**src/design/tws_map.vh**
```
/*
  Register offsets, control bit positions, status codes and bus timing
  for the two-wire master sequencer. Assumes APB byte addressing.
*/
`ifndef TWS_MAP_VH
`define TWS_MAP_VH

`define TWS_ADDR_W        12
`define TWS_OFF_CTRL      12'h000
`define TWS_OFF_STATUS    12'h004
`define TWS_OFF_DATA      12'h008

`define TWS_CR_FLAG       7
`define TWS_CR_ACKEN      6
`define TWS_CR_STA        5
`define TWS_CR_STO        4
`define TWS_CR_WCOL       3
`define TWS_CR_EN         2
`define TWS_CR_IE         0

`define TWS_CTRL_RST      8'h00
`define TWS_DATA_RST      8'hff

`define TWS_ST_START      8'h08
`define TWS_ST_RSTART     8'h10
`define TWS_ST_AW_ACK     8'h18
`define TWS_ST_AW_NACK    8'h20
`define TWS_ST_TX_ACK     8'h28
`define TWS_ST_TX_NACK    8'h30
`define TWS_ST_LOST       8'h38
`define TWS_ST_AR_ACK     8'h40
`define TWS_ST_AR_NACK    8'h48
`define TWS_ST_RX_ACK     8'h50
`define TWS_ST_RX_NACK    8'h58
`define TWS_ST_IDLE       8'hf8

`define TWS_CLK_NS        40
`define TWS_SCL_NS        320
`define TWS_QTR_CYC       ((`TWS_SCL_NS) / (4 * `TWS_CLK_NS))

`endif

```
**src/design/tws_master.v**
```verilog
/*
  Two-wire bus master sequencer with APB register access: START,
  repeated START, STOP, address and data bytes, receive with acknowledge.
  Assumes open-drain pads outside (oe high pulls the line low) and
  pins asynchronous to pclk.
*/
// Implementation choices: the placing of the registers and the APB interface to the registers.
// Operation
// - Control write with flag, start, enable: wait for free bus, send START.
// - After START, set transfer-done flag and report 0x08.
// - Address direction bit picks master transmit or master receive mode.
// - After read address and ack bit, set flag, report 0x38/0x40/0x48.
// - Received byte is in data register when the flag sets.
// - Flag, stop, enable with start clear: generate STOP.
// - Flag, start, enable with stop clear: repeated START, bus kept.
// - After repeated START report 0x10, then address any slave.
// - Repeated START allows slave and direction change keeping the bus.
// - 0x28 byte sent with ACK; 0x30 byte sent with NOT ACK.
// - In 0x28/0x30, new byte with no requests: send byte, sample ack.
// - In 0x28/0x30, start request alone: repeated START.
// - Stop request alone: send STOP, hardware clears stop request.
// - Start and stop both: STOP, then START, stop request cleared.
// - Arbitration lost in write address or data reports 0x38.
// - In 0x38 without start request: release bus, not addressed.
// - In 0x38 with start request: START once the bus is free.
// - Status codes read with the low three bits as zero.
// - Data write while flag low is dropped and sets write collision.
// - After 0x40/0x50, return ACK if acknowledge enable, else NOT ACK.
`timescale 1ns/1ns
`default_nettype none
`include "tws_map.vh"

module tws_master (
  input  wire                   pclk,
  input  wire                   presetn,
  input  wire                   psel,
  input  wire                   penable,
  input  wire                   pwrite,
  input  wire [`TWS_ADDR_W-1:0] paddr,
  input  wire [31:0]            pwdata,
  output reg  [31:0]            prdata,
  output wire                   pready,
  output wire                   pslverr,
  input  wire                   scl_i,
  output wire                   scl_o,
  output wire                   scl_oe,
  input  wire                   sda_i,
  output wire                   sda_o,
  output wire                   sda_oe
);

  localparam [2:0] S_IDLE = 3'd0;
  localparam [2:0] S_STA  = 3'd1;
  localparam [2:0] S_HOLD = 3'd2;
  localparam [2:0] S_BIT  = 3'd3;
  localparam [2:0] S_STP  = 3'd4;
  localparam integer QTR_CYC  = `TWS_QTR_CYC;
  localparam [7:0]   QTR_LAST = QTR_CYC[7:0] - 8'h01;

  reg  [1:0] scl_sync_r;
  reg  [1:0] sda_sync_r;
  reg  [7:0] div_r;
  reg  [7:0] data_r;
  reg  [7:0] code_r;
  reg  [7:0] sh_r;
  reg  [2:0] st_r;
  reg  [1:0] ph_r;
  reg  [3:0] bit_r;
  reg        sda_prev_r, busy_r, flag_r, acken_r, sta_r, sto_r;
  reg        wcol_r, en_r, ie_r, rx_r, addr_r, rnw_r;
  reg        ack_out_r, ack_in_r, owner_r, scl_drv_r, sda_drv_r;

  wire       scl_s, sda_s, tick, acc, go, last_bit, tx_state, rx_state;
  wire       hit_ctrl, hit_stat, hit_data, wr_ctrl, wr_data;
  wire [7:0] ctrl_rd;

  assign scl_s    = scl_sync_r[1];
  assign sda_s    = sda_sync_r[1];
  assign tick     = (div_r == QTR_LAST);
  assign acc      = psel & penable;
  assign hit_ctrl = (paddr == `TWS_OFF_CTRL);
  assign hit_stat = (paddr == `TWS_OFF_STATUS);
  assign hit_data = (paddr == `TWS_OFF_DATA);
  assign wr_ctrl  = acc & pwrite & hit_ctrl;
  assign wr_data  = acc & pwrite & hit_data;
  assign go       = wr_ctrl & pwdata[`TWS_CR_FLAG] & flag_r;
  assign last_bit = (bit_r == 4'd8);
  assign tx_state = (code_r == `TWS_ST_START) | (code_r == `TWS_ST_RSTART) |
                    (code_r == `TWS_ST_AW_ACK) | (code_r == `TWS_ST_AW_NACK) |
                    (code_r == `TWS_ST_TX_ACK) | (code_r == `TWS_ST_TX_NACK);
  assign rx_state = (code_r == `TWS_ST_AR_ACK) | (code_r == `TWS_ST_RX_ACK);
  assign ctrl_rd  = {flag_r, acken_r, sta_r, sto_r, wcol_r, en_r, 1'b0, ie_r};

  assign pready  = 1'b1;
  assign pslverr = acc & ~(hit_ctrl | hit_stat | hit_data);
  assign scl_o   = 1'b0;
  assign sda_o   = 1'b0;
  assign scl_oe  = scl_drv_r;
  assign sda_oe  = sda_drv_r;

  // Pin synchronisers and bus-free tracking
  always @(posedge pclk or negedge presetn)
  begin
    if (!presetn)
    begin
      scl_sync_r <= 2'b11;
      sda_sync_r <= 2'b11;
      sda_prev_r <= 1'b1;
      busy_r     <= 1'b0;
    end
    else
    begin
      scl_sync_r <= {scl_sync_r[0], scl_i};
      sda_sync_r <= {sda_sync_r[0], sda_i};
      sda_prev_r <= sda_s;
      if (scl_s && sda_prev_r && !sda_s)
        busy_r <= 1'b1;
      else if (scl_s && !sda_prev_r && sda_s)
        busy_r <= 1'b0;
    end
  end

  // Quarter-bit enable
  always @(posedge pclk or negedge presetn)
  begin
    if (!presetn)
      div_r <= 8'h00;
    else if (tick)
      div_r <= 8'h00;
    else
      div_r <= div_r + 8'h01;
  end

  // Read data captured in the setup phase
  always @(posedge pclk or negedge presetn)
  begin
    if (!presetn)
      prdata <= 32'h0000_0000;
    else if (psel && !penable && !pwrite)
    begin
      if (hit_ctrl)
        prdata <= {24'h00_0000, ctrl_rd};
      else if (hit_stat)
        prdata <= {24'h00_0000, code_r[7:3], 3'b000};
      else if (hit_data)
        prdata <= {24'h00_0000, data_r};
      else
        prdata <= 32'h0000_0000;
    end
  end

  // Registers and bus sequencer; later assignments win, so hardware sets
  // override a software clear in the same cycle
  always @(posedge pclk or negedge presetn)
  begin
    if (!presetn)
    begin
      flag_r    <= 1'b0;
      acken_r   <= 1'b0;
      sta_r     <= 1'b0;
      sto_r     <= 1'b0;
      wcol_r    <= 1'b0;
      en_r      <= 1'b0;
      ie_r      <= 1'b0;
      data_r    <= `TWS_DATA_RST;
      code_r    <= `TWS_ST_IDLE;
      sh_r      <= 8'h00;
      st_r      <= S_IDLE;
      ph_r      <= 2'd0;
      bit_r     <= 4'd0;
      rx_r      <= 1'b0;
      addr_r    <= 1'b0;
      rnw_r     <= 1'b0;
      ack_out_r <= 1'b0;
      ack_in_r  <= 1'b1;
      owner_r   <= 1'b0;
      scl_drv_r <= 1'b0;
      sda_drv_r <= 1'b0;
    end
    else
    begin
      if (wr_ctrl)
      begin
        acken_r <= pwdata[`TWS_CR_ACKEN];
        sta_r   <= pwdata[`TWS_CR_STA];
        sto_r   <= pwdata[`TWS_CR_STO];
        en_r    <= pwdata[`TWS_CR_EN];
        ie_r    <= pwdata[`TWS_CR_IE];
        if (pwdata[`TWS_CR_FLAG])
          flag_r <= 1'b0;
      end
      if (wr_data)
      begin
        if (flag_r)
        begin
          data_r <= pwdata[7:0];
          wcol_r <= 1'b0;
        end
        else
          wcol_r <= 1'b1;
      end

      if (!en_r)
      begin
        st_r      <= S_IDLE;
        owner_r   <= 1'b0;
        scl_drv_r <= 1'b0;
        sda_drv_r <= 1'b0;
      end
      else
      begin
        case (st_r)
          S_IDLE:
          begin
            if (sta_r && !busy_r && !flag_r && tick)
            begin
              st_r <= S_STA;
              ph_r <= 2'd0;
            end
          end

          S_STA:
          begin
            if (tick)
            begin
              case (ph_r)
                2'd0:
                begin
                  sda_drv_r <= 1'b0;
                  ph_r      <= 2'd1;
                end
                2'd1:
                begin
                  scl_drv_r <= 1'b0;
                  if (scl_s)
                    ph_r <= 2'd2;
                end
                2'd2:
                begin
                  sda_drv_r <= 1'b1;
                  ph_r      <= 2'd3;
                end
                default:
                begin
                  scl_drv_r <= 1'b1;
                  code_r    <= owner_r ? `TWS_ST_RSTART : `TWS_ST_START;
                  owner_r   <= 1'b1;
                  flag_r    <= 1'b1;
                  st_r      <= S_HOLD;
                end
              endcase
            end
          end

          S_HOLD:
          begin
            if (go)
            begin
              ph_r  <= 2'd0;
              bit_r <= 4'd0;
              if (!owner_r)
              begin
                st_r   <= S_IDLE;
                code_r <= `TWS_ST_IDLE;
              end
              else if (pwdata[`TWS_CR_STO])
                st_r <= S_STP;
              else if (pwdata[`TWS_CR_STA])
                st_r <= S_STA;
              else if (tx_state)
              begin
                st_r   <= S_BIT;
                rx_r   <= 1'b0;
                sh_r   <= data_r;
                addr_r <= (code_r == `TWS_ST_START) | (code_r == `TWS_ST_RSTART);
                if ((code_r == `TWS_ST_START) || (code_r == `TWS_ST_RSTART))
                  rnw_r <= data_r[0];
              end
              else if (rx_state)
              begin
                st_r      <= S_BIT;
                rx_r      <= 1'b1;
                addr_r    <= 1'b0;
                ack_out_r <= pwdata[`TWS_CR_ACKEN];
              end
            end
          end

          S_BIT:
          begin
            if (tick)
            begin
              case (ph_r)
                2'd0:
                begin
                  if (rx_r)
                    sda_drv_r <= last_bit & ack_out_r;
                  else
                    sda_drv_r <= ~last_bit & ~sh_r[7];
                  ph_r <= 2'd1;
                end
                2'd1:
                begin
                  scl_drv_r <= 1'b0;
                  if (scl_s)
                    ph_r <= 2'd2;
                end
                2'd2:
                begin
                  if (!rx_r && !last_bit && sh_r[7] && !sda_s)
                  begin
                    sda_drv_r <= 1'b0;
                    scl_drv_r <= 1'b0;
                    owner_r   <= 1'b0;
                    code_r    <= `TWS_ST_LOST;
                    flag_r    <= 1'b1;
                    st_r      <= S_HOLD;
                  end
                  else
                  begin
                    if (last_bit)
                      ack_in_r <= sda_s;
                    else
                      sh_r <= {sh_r[6:0], sda_s};
                    ph_r <= 2'd3;
                  end
                end
                default:
                begin
                  scl_drv_r <= 1'b1;
                  ph_r      <= 2'd0;
                  if (!last_bit)
                    bit_r <= bit_r + 4'd1;
                  else
                  begin
                    flag_r <= 1'b1;
                    st_r   <= S_HOLD;
                    if (rx_r)
                    begin
                      data_r <= sh_r;
                      code_r <= ack_out_r ? `TWS_ST_RX_ACK : `TWS_ST_RX_NACK;
                    end
                    else if (addr_r && rnw_r)
                      code_r <= ack_in_r ? `TWS_ST_AR_NACK : `TWS_ST_AR_ACK;
                    else if (addr_r)
                      code_r <= ack_in_r ? `TWS_ST_AW_NACK : `TWS_ST_AW_ACK;
                    else
                      code_r <= ack_in_r ? `TWS_ST_TX_NACK : `TWS_ST_TX_ACK;
                  end
                end
              endcase
            end
          end

          default:
          begin
            if (tick)
            begin
              case (ph_r)
                2'd0:
                begin
                  sda_drv_r <= 1'b1;
                  ph_r      <= 2'd1;
                end
                2'd1:
                begin
                  scl_drv_r <= 1'b0;
                  if (scl_s)
                    ph_r <= 2'd2;
                end
                2'd2:
                begin
                  sda_drv_r <= 1'b0;
                  ph_r      <= 2'd3;
                end
                default:
                begin
                  sto_r   <= 1'b0;
                  owner_r <= 1'b0;
                  code_r  <= `TWS_ST_IDLE;
                  st_r    <= S_IDLE;
                end
              endcase
            end
          end
        endcase
      end
    end
  end

endmodule // tws_master

`default_nettype wire

```
**config.mk**
```make
export PLATFORM = sky130hd
export DESIGN_NAME = tws_master
export DESIGN_NICKNAME = d
export VERILOG_FILES = /design/src/design/tws_master.v
export VERILOG_INCLUDE_DIRS = /design/src /design/src/design
export SDC_FILE = /design/constraint.sdc
export NUM_CORES = 1
export LEC_CHECK = 0
export BUFFER_PORTS_ARGS = -buffer_cell sky130_fd_sc_hd__buf_4
export CAP_MARGIN = 25
export CELL_PAD_IN_SITES_DETAIL_PLACEMENT = 0
export CELL_PAD_IN_SITES_GLOBAL_PLACEMENT = 1
export CORE_UTILIZATION = 41
export CTS_CLUSTER_DIAMETER = 120
export CTS_CLUSTER_SIZE = 12
export DETAILED_ROUTE_END_ITERATION = 10
export HOLD_SLACK_MARGIN = 0.05
export PLACE_DENSITY_LB_ADDON = 0.1
export SLEW_MARGIN = 15
export SYNTH_ARGS = -nofsm -noshare
export SYNTH_HDL_FRONTEND = slang
export SYNTH_SLANG_ARGS = --single-unit
```
**constraint.sdc**
```tcl
create_clock -name pclk -period 2.49 [get_ports pclk]
set_input_delay 0.249 -clock pclk [delete_from_list [all_inputs] [get_ports pclk]]
set_output_delay 0.249 -clock pclk [all_outputs]
set_load 0.03 [all_outputs]
```
# [After elaboration in Yosys (flattened, before gate mapping)]
# Cells that the tools add are included.
[totals] regBits=94 input_bits=51 output_inout_bits=38 wordCells=278
[op_classes] n_addsub=2 n_eq_ne=56 muxes=120 bitwise_logic=25 reduce_logical=48
[ops] op="2-to-1 mux 8 bit" n=30
[ops] op="2-to-1 mux 3 bit" n=15
[ops] op="2-to-1 mux 1 bit" n=38
[ops] op="inequality test 3 bit, second input constant" n=11
[ops] op="case mux 8 bit (2 select lines)" n=2
[ops] op="case mux 8 bit (4 select lines)" n=1
[ops] op="inequality test 2 bit, second input constant" n=15
[ops] op="equality test 8 x 6 -> 1 bit, second input constant" n=3
[ops] op="2-to-1 mux 4 bit" n=6
[ops] op="AND reduction 6 bit" n=4
[ops] op="AND reduction 11 bit" n=2
[ops] op="case mux 2 bit (3 select lines)" n=3
[ops] op="equality test 8 x 5 -> 1 bit, second input constant" n=2
[ops] op="equality test 8 x 7 -> 1 bit, second input constant" n=2
[ops] op="AND reduction 8 bit" n=2
[ops] op="2-to-1 mux 7 bit" n=2
[ops] op="AND reduction 7 bit" n=2
[ops] op="logical AND 1 bit" n=13
[ops] op="equality test 12 x 3 -> 1 bit, second input constant" n=1
[ops] op="equality test 12 x 4 -> 1 bit, second input constant" n=1
[ops] op="zero test 12 bit" n=1
[ops] op="2-to-1 mux 2 bit" n=6
[ops] op="2-to-1 mux 6 bit" n=2
[ops] op="case mux 1 bit (2 select lines)" n=6
[ops] op="37 further kinds" n=81

# [Longest topological paths before layout]
# Gate-level depths: netlist (run 1).
[logic_depth] word_depth=13 depth_mapped=9 ltp_nobuf=7

# [Worst setup path after synthesis (run 1)]
# No wires, ideal clock.
[synth_timing] path_type="register to register" startpoint="register ph_r[0]" endpoint="register code_r[4]" setup_time_ns=0.082 t_arrival_ns=1.994 required_ns=2.408 setup_slack_ns=0.413 stages_incl_launch_ff=9 n_path_buf=1 synth_period_minus_slack_ns=2.077 cell_sequence="dfrtp_1 -> inv_1 -> ha_1 -> clkbuf_1 -> inv_1 -> mux2i_1 -> o31ai_1 -> o211a_1 -> mux2_2"
[synth_between] elab_chain_len=5 elab_cells_between_ends=14 classes_between="eq/ne (7); mux (3); reduce/logical (4)"
[synth_rtl] element="start: declaration" line_no="tws_master.v:67" source="reg [1:0] ph_r;"
[synth_rtl] element="start signal: assignment" line_no="tws_master.v:169" source="ph_r <= 2'd0;"
[synth_rtl] element="start signal: assignment" line_no="tws_master.v:218" source="ph_r <= 2'd0;"
[synth_rtl] element="start signal: assignment" line_no="tws_master.v:230" source="ph_r <= 2'd1;"
[synth_rtl] element="equality test 2 x 1 -> 1 bit / zero test 2 bit (equally long branches)" line_no="tws_master.v:226, tws_master.v:293, tws_master.v:359"
[synth_rtl] element="OR reduction 2 bit (no source line)"
[synth_rtl] element="case mux 8 bit (2 select lines)" line_no="tws_master.v:293" source="case (ph_r)"
[synth_rtl] element="2-to-1 mux 8 bit" line_no="tws_master.v:291" source="if (tick)"
[synth_rtl] element="case mux 8 bit (4 select lines)" line_no="tws_master.v:212" source="case (st_r)"
[synth_rtl] element="end signal: assignment" line_no="tws_master.v:246" source="code_r <= owner_r ? `TWS_ST_RSTART : `TWS_ST_START;"
[synth_rtl] element="end signal: assignment" line_no="tws_master.v:315" source="code_r <= `TWS_ST_LOST;"
[synth_rtl] element="end signal: assignment" line_no="tws_master.v:341" source="code_r <= ack_out_r ? `TWS_ST_RX_ACK : `TWS_ST_RX_NACK;"
[synth_rtl] element="end: declaration" line_no="tws_master.v:64" source="reg [7:0] code_r;"
# Parallel ways exist; a longest one is shown, timed or not. The select of a mux whose other input is x is not followed.
# A chain may end at the register's enable or synchronous reset.

# [Worst setup path after layout (run 1)]
[layout_timing] startpoint="register bit_r[0]" endpoint="register code_r[7]"
[layout_between] elab_chain_len=7 elab_cells_between_ends=8 classes_between="eq/ne (3); reduce/logical (5)"
[layout_rtl] element="start: declaration" line_no="tws_master.v:68" source="reg [3:0] bit_r;"
[layout_rtl] element="start signal: assignment" line_no="tws_master.v:333" source="bit_r <= bit_r + 4'd1;"
[layout_rtl] element="equality test 4 bit *" line_no="tws_master.v:87" source="assign last_bit = (bit_r == 4'd8);"
[layout_rtl] element="zero test 1 bit"
[layout_rtl] element="logical AND 1 bit (3 in series)" line_no="tws_master.v:310" source="if (!rx_r && !last_bit && sh_r[7] && !sda_s)"
[layout_rtl] element="inequality test 3 bit (no source line)"
[layout_rtl] element="AND reduction 12 bit (no source line) *"
[layout_rtl] element="end signal: assignment" line_no="tws_master.v:315"
[layout_rtl] element="end signal: assignment" line_no="tws_master.v:341"
[layout_rtl] element="end signal: assignment" line_no="tws_master.v:344" source="code_r <= ack_in_r ? `TWS_ST_AR_NACK : `TWS_ST_AR_ACK;"
# Every way passes the cells marked *; elsewhere a longest branch is shown, timed or not.

==> reports/metrics.cfg, run 1 <==
[status]
status = completed

[global_route]
antenna_found_initial = 0
grt_pass1_wl_um = 17010
grt_pass1_vias = 3223
grtUsageTotal_pct = 21.67
grt_max_degree = 68
gr-total-overflow = 0

[clock_tree]
cts_max_path_buffers = 2
cts_buffers = 9
cts_tree = done
root_buffer = clkbuf_8
clock_latency_ns = 0.34
clock-sinks = 67
path_clk_slew_ns = 0.08
htree_levels = 3

[floorplan]
rows = 36
ios = 89
core_um2 = 9774
die_x_um = 102.3
start_util_pct = 42.18
die_y_um = 102.3
fp.dieArea_um2 = 10460

[synth]
yosys_warnings = 0
synth_edf_count = 0
syn_area_um2 = 4123
synth_flop_cell = dfrtp_1
async_flop_share_pct = 100.0
netlist_instances = 430
seq_area_frac_synth_pct = 41.24
yosysUniqueCellTypes = 66
synth-seq-cells = 67
synth_top_area_share_pct = 29.14
synth_area_leaders = dfrtp_1, dfstp_2, mux2_2
yosysTopAreaCell = dfrtp_1
syn_avg_cell_area_um2 = 9.588

[pwr]
switchingPower_w = 0.0005700
comb_power_share_pct = 7.1
power.total_w = 0.002180
ir_drop_v = 0.0002524
intPower_w = 0.001610
switching_share_pct = 26.15
clkPwrFrac_pct = 42.2
p_per_area_nw_per_um2 = 457.7
seq_power_share_pct = 50.7
leakage_nw = 2.222

[detailed_routing]
wl_um = 10080
wl_per_cell_um = 16.28
dr.pass1.iters = 5
drc = 0
dr_total_vias = 3280
drtIter0Drc = 210
antenna_left = 0
vias_per_cell = 5.299

[critical_path]
arrival_ns = 2.58
path_class = reg -> reg
worst_setup_path_start_kind = register
r2r_setup_slack_ns = 0.18
endpoint_kind = register
worstPathRequired_ns = 2.76
crit_fanout = 7

[sta]
rsz0062_at_grt = false
finClkSkew_ns = 0.007554
fmax_mhz = 432.7
fin_crit_sh_pct = 92.81
fin_tns_setup_ns = 0
setup_violations = 0
fin_crit_ns = 2.311
final-hold-violation-count = 0
final_max_slew_viol_count = 0
max_slew_margin_pct = 41.78
tightest_slew_ns = 0.8733
timing.hold.ws_ns = 0.02851

[place]
gp_congestion = 0.8382
portBuffers = 37
dp_hpwl_um = 7325
placement.cell_area_um2 = 4541

[finish]
postLayoutCellArea_um2 = 4762
n_antenna_cell = 0
drive_gt1_share_pct = 26.34
nNetsFinal = 541
syn2layout_area_growth_pct = 15.51
finish.utilization_pct = 48.72

[flow_run]
cap_viol_max_count = 0

[min_path]
hold_class = in -> async

## stage by stage
step / instances / worst slack (ns)
3_5_place_dp: 601 / 0.2267
3_3_place_gp: 601 / 0.1728
2_1_floorplan: 455 / 0.4134
5_1_grt: 619 / 0.001525
4_1_cts: 619 / 0.1943
6_report: 619 / 0.1790
## flip-flops by register name, summed over array words and instances, names as in the netlist, 2 cells and up
name / flops
st_r: 3
bit_r: 4
code_r: 5
sda_sync_r: 2
prdata: 8
scl_sync_r: 2
ph_r: 2
sh_r: 8
data_r: 8
div_r: 8
## cell type report
cell class,instances,area [um2]
clock buffer,9,123.9
multi-input combinational,325,2160
timing repair buffer,63,478.0
tap,133,166.4
sequential,67,1700
inverter,15,56.30
fill,954,5012
clock inverter,7,77.57
## layout by cell type, fill, tap and decap left out, types with 10 or more instances in the layout
| cell type | instances |
|---|---|
| dfstp_2 | 19 |
| inv_1 | 15 |
| buf_4 | 61 |
| a21oi_1 | 26 |
| nand2_1 | 52 |
| mux2_2 | 20 |
| o21ai_0 | 12 |
| nor3_1 | 10 |
| conb_1 | 27 |
| dfrtp_1 | 48 |
| nor2_1 | 30 |
| mux2i_1 | 21 |
## routing by layer
layer  global-route usage, %  wire length, um  part of all wire [%]
met5                       0                0                     0
met4                   7.363              173                   1.7
met3                   4.104              446                   4.4
met2                   33.61             4603                    46
met1                   30.35             4853                    48
## power groups by stage
stage	logic [W]	clock network [W]	registers (W)
6_report	0.000154	0.000921	0.00110
3_5_place_dp	0.000154	0	0.00112
2_1_floorplan	0.000118	0	0.00112
3_3_place_gp	0.000153	0	0.00112
5_1_grt	0.000172	0.000995	0.00111
4_1_cts	0.000156	0.000950	0.00110
## synth_stat cells (5+ instances only)
library cell	instances
nor3b_1	6
nand3_1	9
nor4_1	5
nor3_1	10
dfstp_2	19
xnor2_1	7
nor2_1	30
clkbuf_1	13
o31ai_1	9
inv_1	15
o21ai_0	12
ha_1	9
nor2b_1	5
buf_4	28
nand2_1	52
nand2b_1	6
mux2_2	20
mux2i_1	21
dfrtp_1	48
a21oi_1	26
## kinds of logic after synthesis
| family | synth area share [%] |
|---|---|
| XOR/XNOR | 1.700 |
| multiplexers | 10.93 |
| AND/OR/NAND/NOR | 21.12 |
| buffers and inverters | 8.649 |
| AO/OA/AOI/OAI | 13.44 |
| adder cells (fa/ha/maj) | 2.731 |
| flip-flops | 41.24 |
| other | 0.1822 |
## critical path, cell delays in order (launching register included)
cell and delay, ns:
dfrtp_1 0.42, inv_1 0.09, ha_1 0.14, nand3b_1 0.28, mux2i_1 0.22, o31ai_1 0.35, o211a_1 0.37, mux2_2 0.37
## final timing paths
kind                                from       endpoint  cells past startpoint
min                              presetn        st_r[2]                      1
min in group pclk              pwdata[0]           ie_r                      2
max in group asynchronous        presetn        sh_r[3]                      1
max                             bit_r[0]      code_r[7]                      7
max reg2reg                     bit_r[0]      code_r[7]                      7
min reg2reg                scl_sync_r[0]  scl_sync_r[1]                      0
## what timing repair did
action	in CTS	in global routing
hold buffers	2	0
setup buffers	0	0
resized for setup	0	0
hold endpoints to repair	2	0
Note: power is estimated with default switching activity, not from simulation.
==> run 2: changes to the inputs <==
CORE_UTILIZATION = 42   (was 41)
==> reports/metrics.cfg, run 2 (synthesis results as in run 1) <==
[clock_tree]
root_buffer = clkbuf_8  ; unchanged
cts_max_path_buffers = 2  ; unchanged
cts_resized = 0  ; unchanged
cts_tree = done  ; unchanged
cts_buffers = 9  ; unchanged
clock_latency_ns = 0.35  ; was 0.34 ns
clock-sinks = 67  ; unchanged
path_clk_slew_ns = 0.09  ; was 0.08 ns
htree_levels = 3  ; unchanged

[finish]
multi_input_area_um2 = 2160  ; unchanged
nNetsFinal = 545  ; was 541
layout_common_cells = buf_4, nand2_1, dfrtp_1, nor2_1, conb_1  ; unchanged
register_area_um2 = 1700  ; unchanged
n_antenna_cell = 0  ; unchanged
syn2layout_area_growth_pct = 16.87  ; was 15.51%
stdcell_count = 619  ; unchanged
drive_gt1_share_pct = 26.73  ; was 26.34%
fill_cells = 935  ; was 954
layout.cells.most_common = buf_4  ; unchanged

[critical_path]
arrival_ns = 2.60  ; was 2.58 ns
worst_setup_path_start_kind = register  ; unchanged
crit_fanout = 5  ; was 7
cpPeakStageDelay_ns = 0.38  ; was 0.42 ns
worstPathRequired_ns = 2.77  ; was 2.76 ns
r2r-start = ph_r[0]  ; was bit_r[0]
endpoint_kind = register  ; unchanged
ff2ff_path_depth = 7  ; unchanged
slowest_stage = dfrtp_1  ; unchanged
path_class = reg -> reg  ; unchanged
r2r_setup_slack_ns = 0.17  ; was 0.18 ns
timing.rr.end = code_r[7]  ; unchanged
path_cells = inv_1 > ha_1 > nor4bb_1 > mux2i_1 > o31ai_1 > o211a_1 > mux2_2  ; was inv_1 > ha_1 > nand3b_1 > mux2i_1 > o31ai_1 > o211a_1 > mux2_2

[floorplan]
core_um2 = 9371  ; was 9774 um2
fp.dieArea_um2 = 10220  ; was 10460 um2
rows = 35  ; was 36
die_x_um = 101.1  ; was 102.3 um
ios = 89  ; unchanged
start_util_pct = 43.99  ; was 42.18%
die_y_um = 101.1  ; was 102.3 um

[global_route]
grt_pass1_wl_um = 16420  ; was 17010 um
grt_max_degree = 68  ; unchanged
grt_pass1_vias = 3181  ; was 3223
antenna_found_initial = 0  ; unchanged
grtUsageTotal_pct = 21.25  ; was 21.67%
gr-total-overflow = 0  ; unchanged

[sta]
final-hold-violation-count = 0  ; unchanged
finClkSkew_ns = 0.01308  ; was 0.007554 ns
rsz0062_at_grt = false  ; unchanged
fin_crit_sh_pct = 93.07  ; was 92.81%
fmax_mhz = 431.5  ; was 432.7 MHz
final_max_slew_viol_count = 0  ; unchanged
fin_tns_setup_ns = 0  ; unchanged
fin_crit_ns = 2.318  ; was 2.311 ns
max_slew_margin_pct = 42.45  ; was 41.78%
tightest_slew_ns = 0.8633  ; was 0.8733 ns
setup_violations = 0  ; unchanged

[min_path]
hold_class = in -> reg  ; was in -> async
min_to = en_r
worstHoldStart = pwdata[2]
min_path_cells = 2

[place]
dp_hpwl_um = 7359  ; was 7325 um
gp_congestion = 0.8321  ; was 0.8382
portBuffers = 37  ; unchanged
placedCellCount = 600  ; was 601

[detailed_routing]
wl_per_cell_um = 16.29  ; was 16.28 um
drtIter0Drc = 175  ; was 210
vias_per_cell = 5.318  ; was 5.299
dr_total_vias = 3292  ; was 3280
drc = 0  ; unchanged
antenna_left = 0  ; unchanged
wl_um = 10080  ; about the same
dr.pass1.iters = 4  ; was 5

[flow_run]
cap_viol_max_count = 0  ; unchanged

[pwr]
ir_drop_v = 0.0003386  ; was 0.0002524 V
power.total_w = 0.002334  ; was 0.002180 W
p_per_area_nw_per_um2 = 484.4  ; was 457.7 nW/um2
leakage_nw = 2.257  ; was 2.222 nW

[status]
status = completed  ; unchanged

-- run 2: layout make-up --
cell class / instances / share of cell area (%)
Timing Repair Buffer: 67 / 10.59
Clock buffer: 9 / 2.571
Multi-Input combinational cell: 325 / 44.82
Clock inverter: 7 / 2.207
Tap cell: 129 / 3.350
Sequential cell: 67 / 35.29
Inverter: 15 / 1.169
-- run 2: metrics by stage --
| step | hold slack, ns | util (%) | instance area (um2) | worst slack [ns] |
|---|---|---|---|---|
| floorplan | -0.04659 | - | 4217 | 0.4134 |
| global placement | 0.3453 | 48.64 | 4558 | 0.1692 |
| detailed placement | 0.3479 | 48.64 | 4558 | 0.2020 |
| CTS | 0.1248 | 51.42 | 4818 | 0.1984 |
| global route | 0.1294 | 51.42 | 4818 | 0.02741 |
| finish | 0.1404 | 51.42 | 4818 | 0.1724 |
-- run 2: power breakdown --
part           internal (W)  total (W)  switching (W)
Combinational     0.0000435   0.000155       0.000112
Sequential          0.00110    0.00110     0.00000617
Clock              0.000583    0.00107       0.000491
Total               0.00173    0.00233       0.000609
-- run 2: critical path, delay by kind of cell, from the launching register on --
kind | cells | cell delay (ns)
flops | 1 | 0.38
fa+ha+maj | 1 | 0.19
buf+inv | 1 | 0.11
simple gates | 1 | 0.33
compound gates | 2 | 0.70
mux | 2 | 0.53
-- run 2: per-layer routing --
| layer | vias to the layer above | GRT usage (%) | wire, um |
|---|---|---|---|
| li1 | 1598 | - | - |
| met1 | 1629 | 29.97 | 4888 |
| met2 | 58 | 33.86 | 4776 |
| met3 | 7 | 4.508 | 353 |
| met4 | 0 | 3.790 | 62 |
| met5 | - | 0 | 0 |
-- run 2: repair_timing --
| action | in CTS | in global routing |
|---|---|---|
| hold buffers | 3 | 0 |
| buffers inserted | 0 | 0 |
| endpoints found under the hold margin | 28 | 0 |
-- run 2: how the worst max path moves through the flow --
stage	startpoint	end	slack, ns	cells past startpoint
after global placement	paddr[7]	code_r[5]	0.17	6
after CTS	ph_r[0]	code_r[7]	0.20	7
after detailed placement	paddr[7]	code_r[7]	0.20	6
after global routing	ph_r[0]	code_r[6]	0.03	7
after floorplan	ph_r[0]	code_r[4]	0.41	8
final	ph_r[0]	code_r[7]	0.17	7
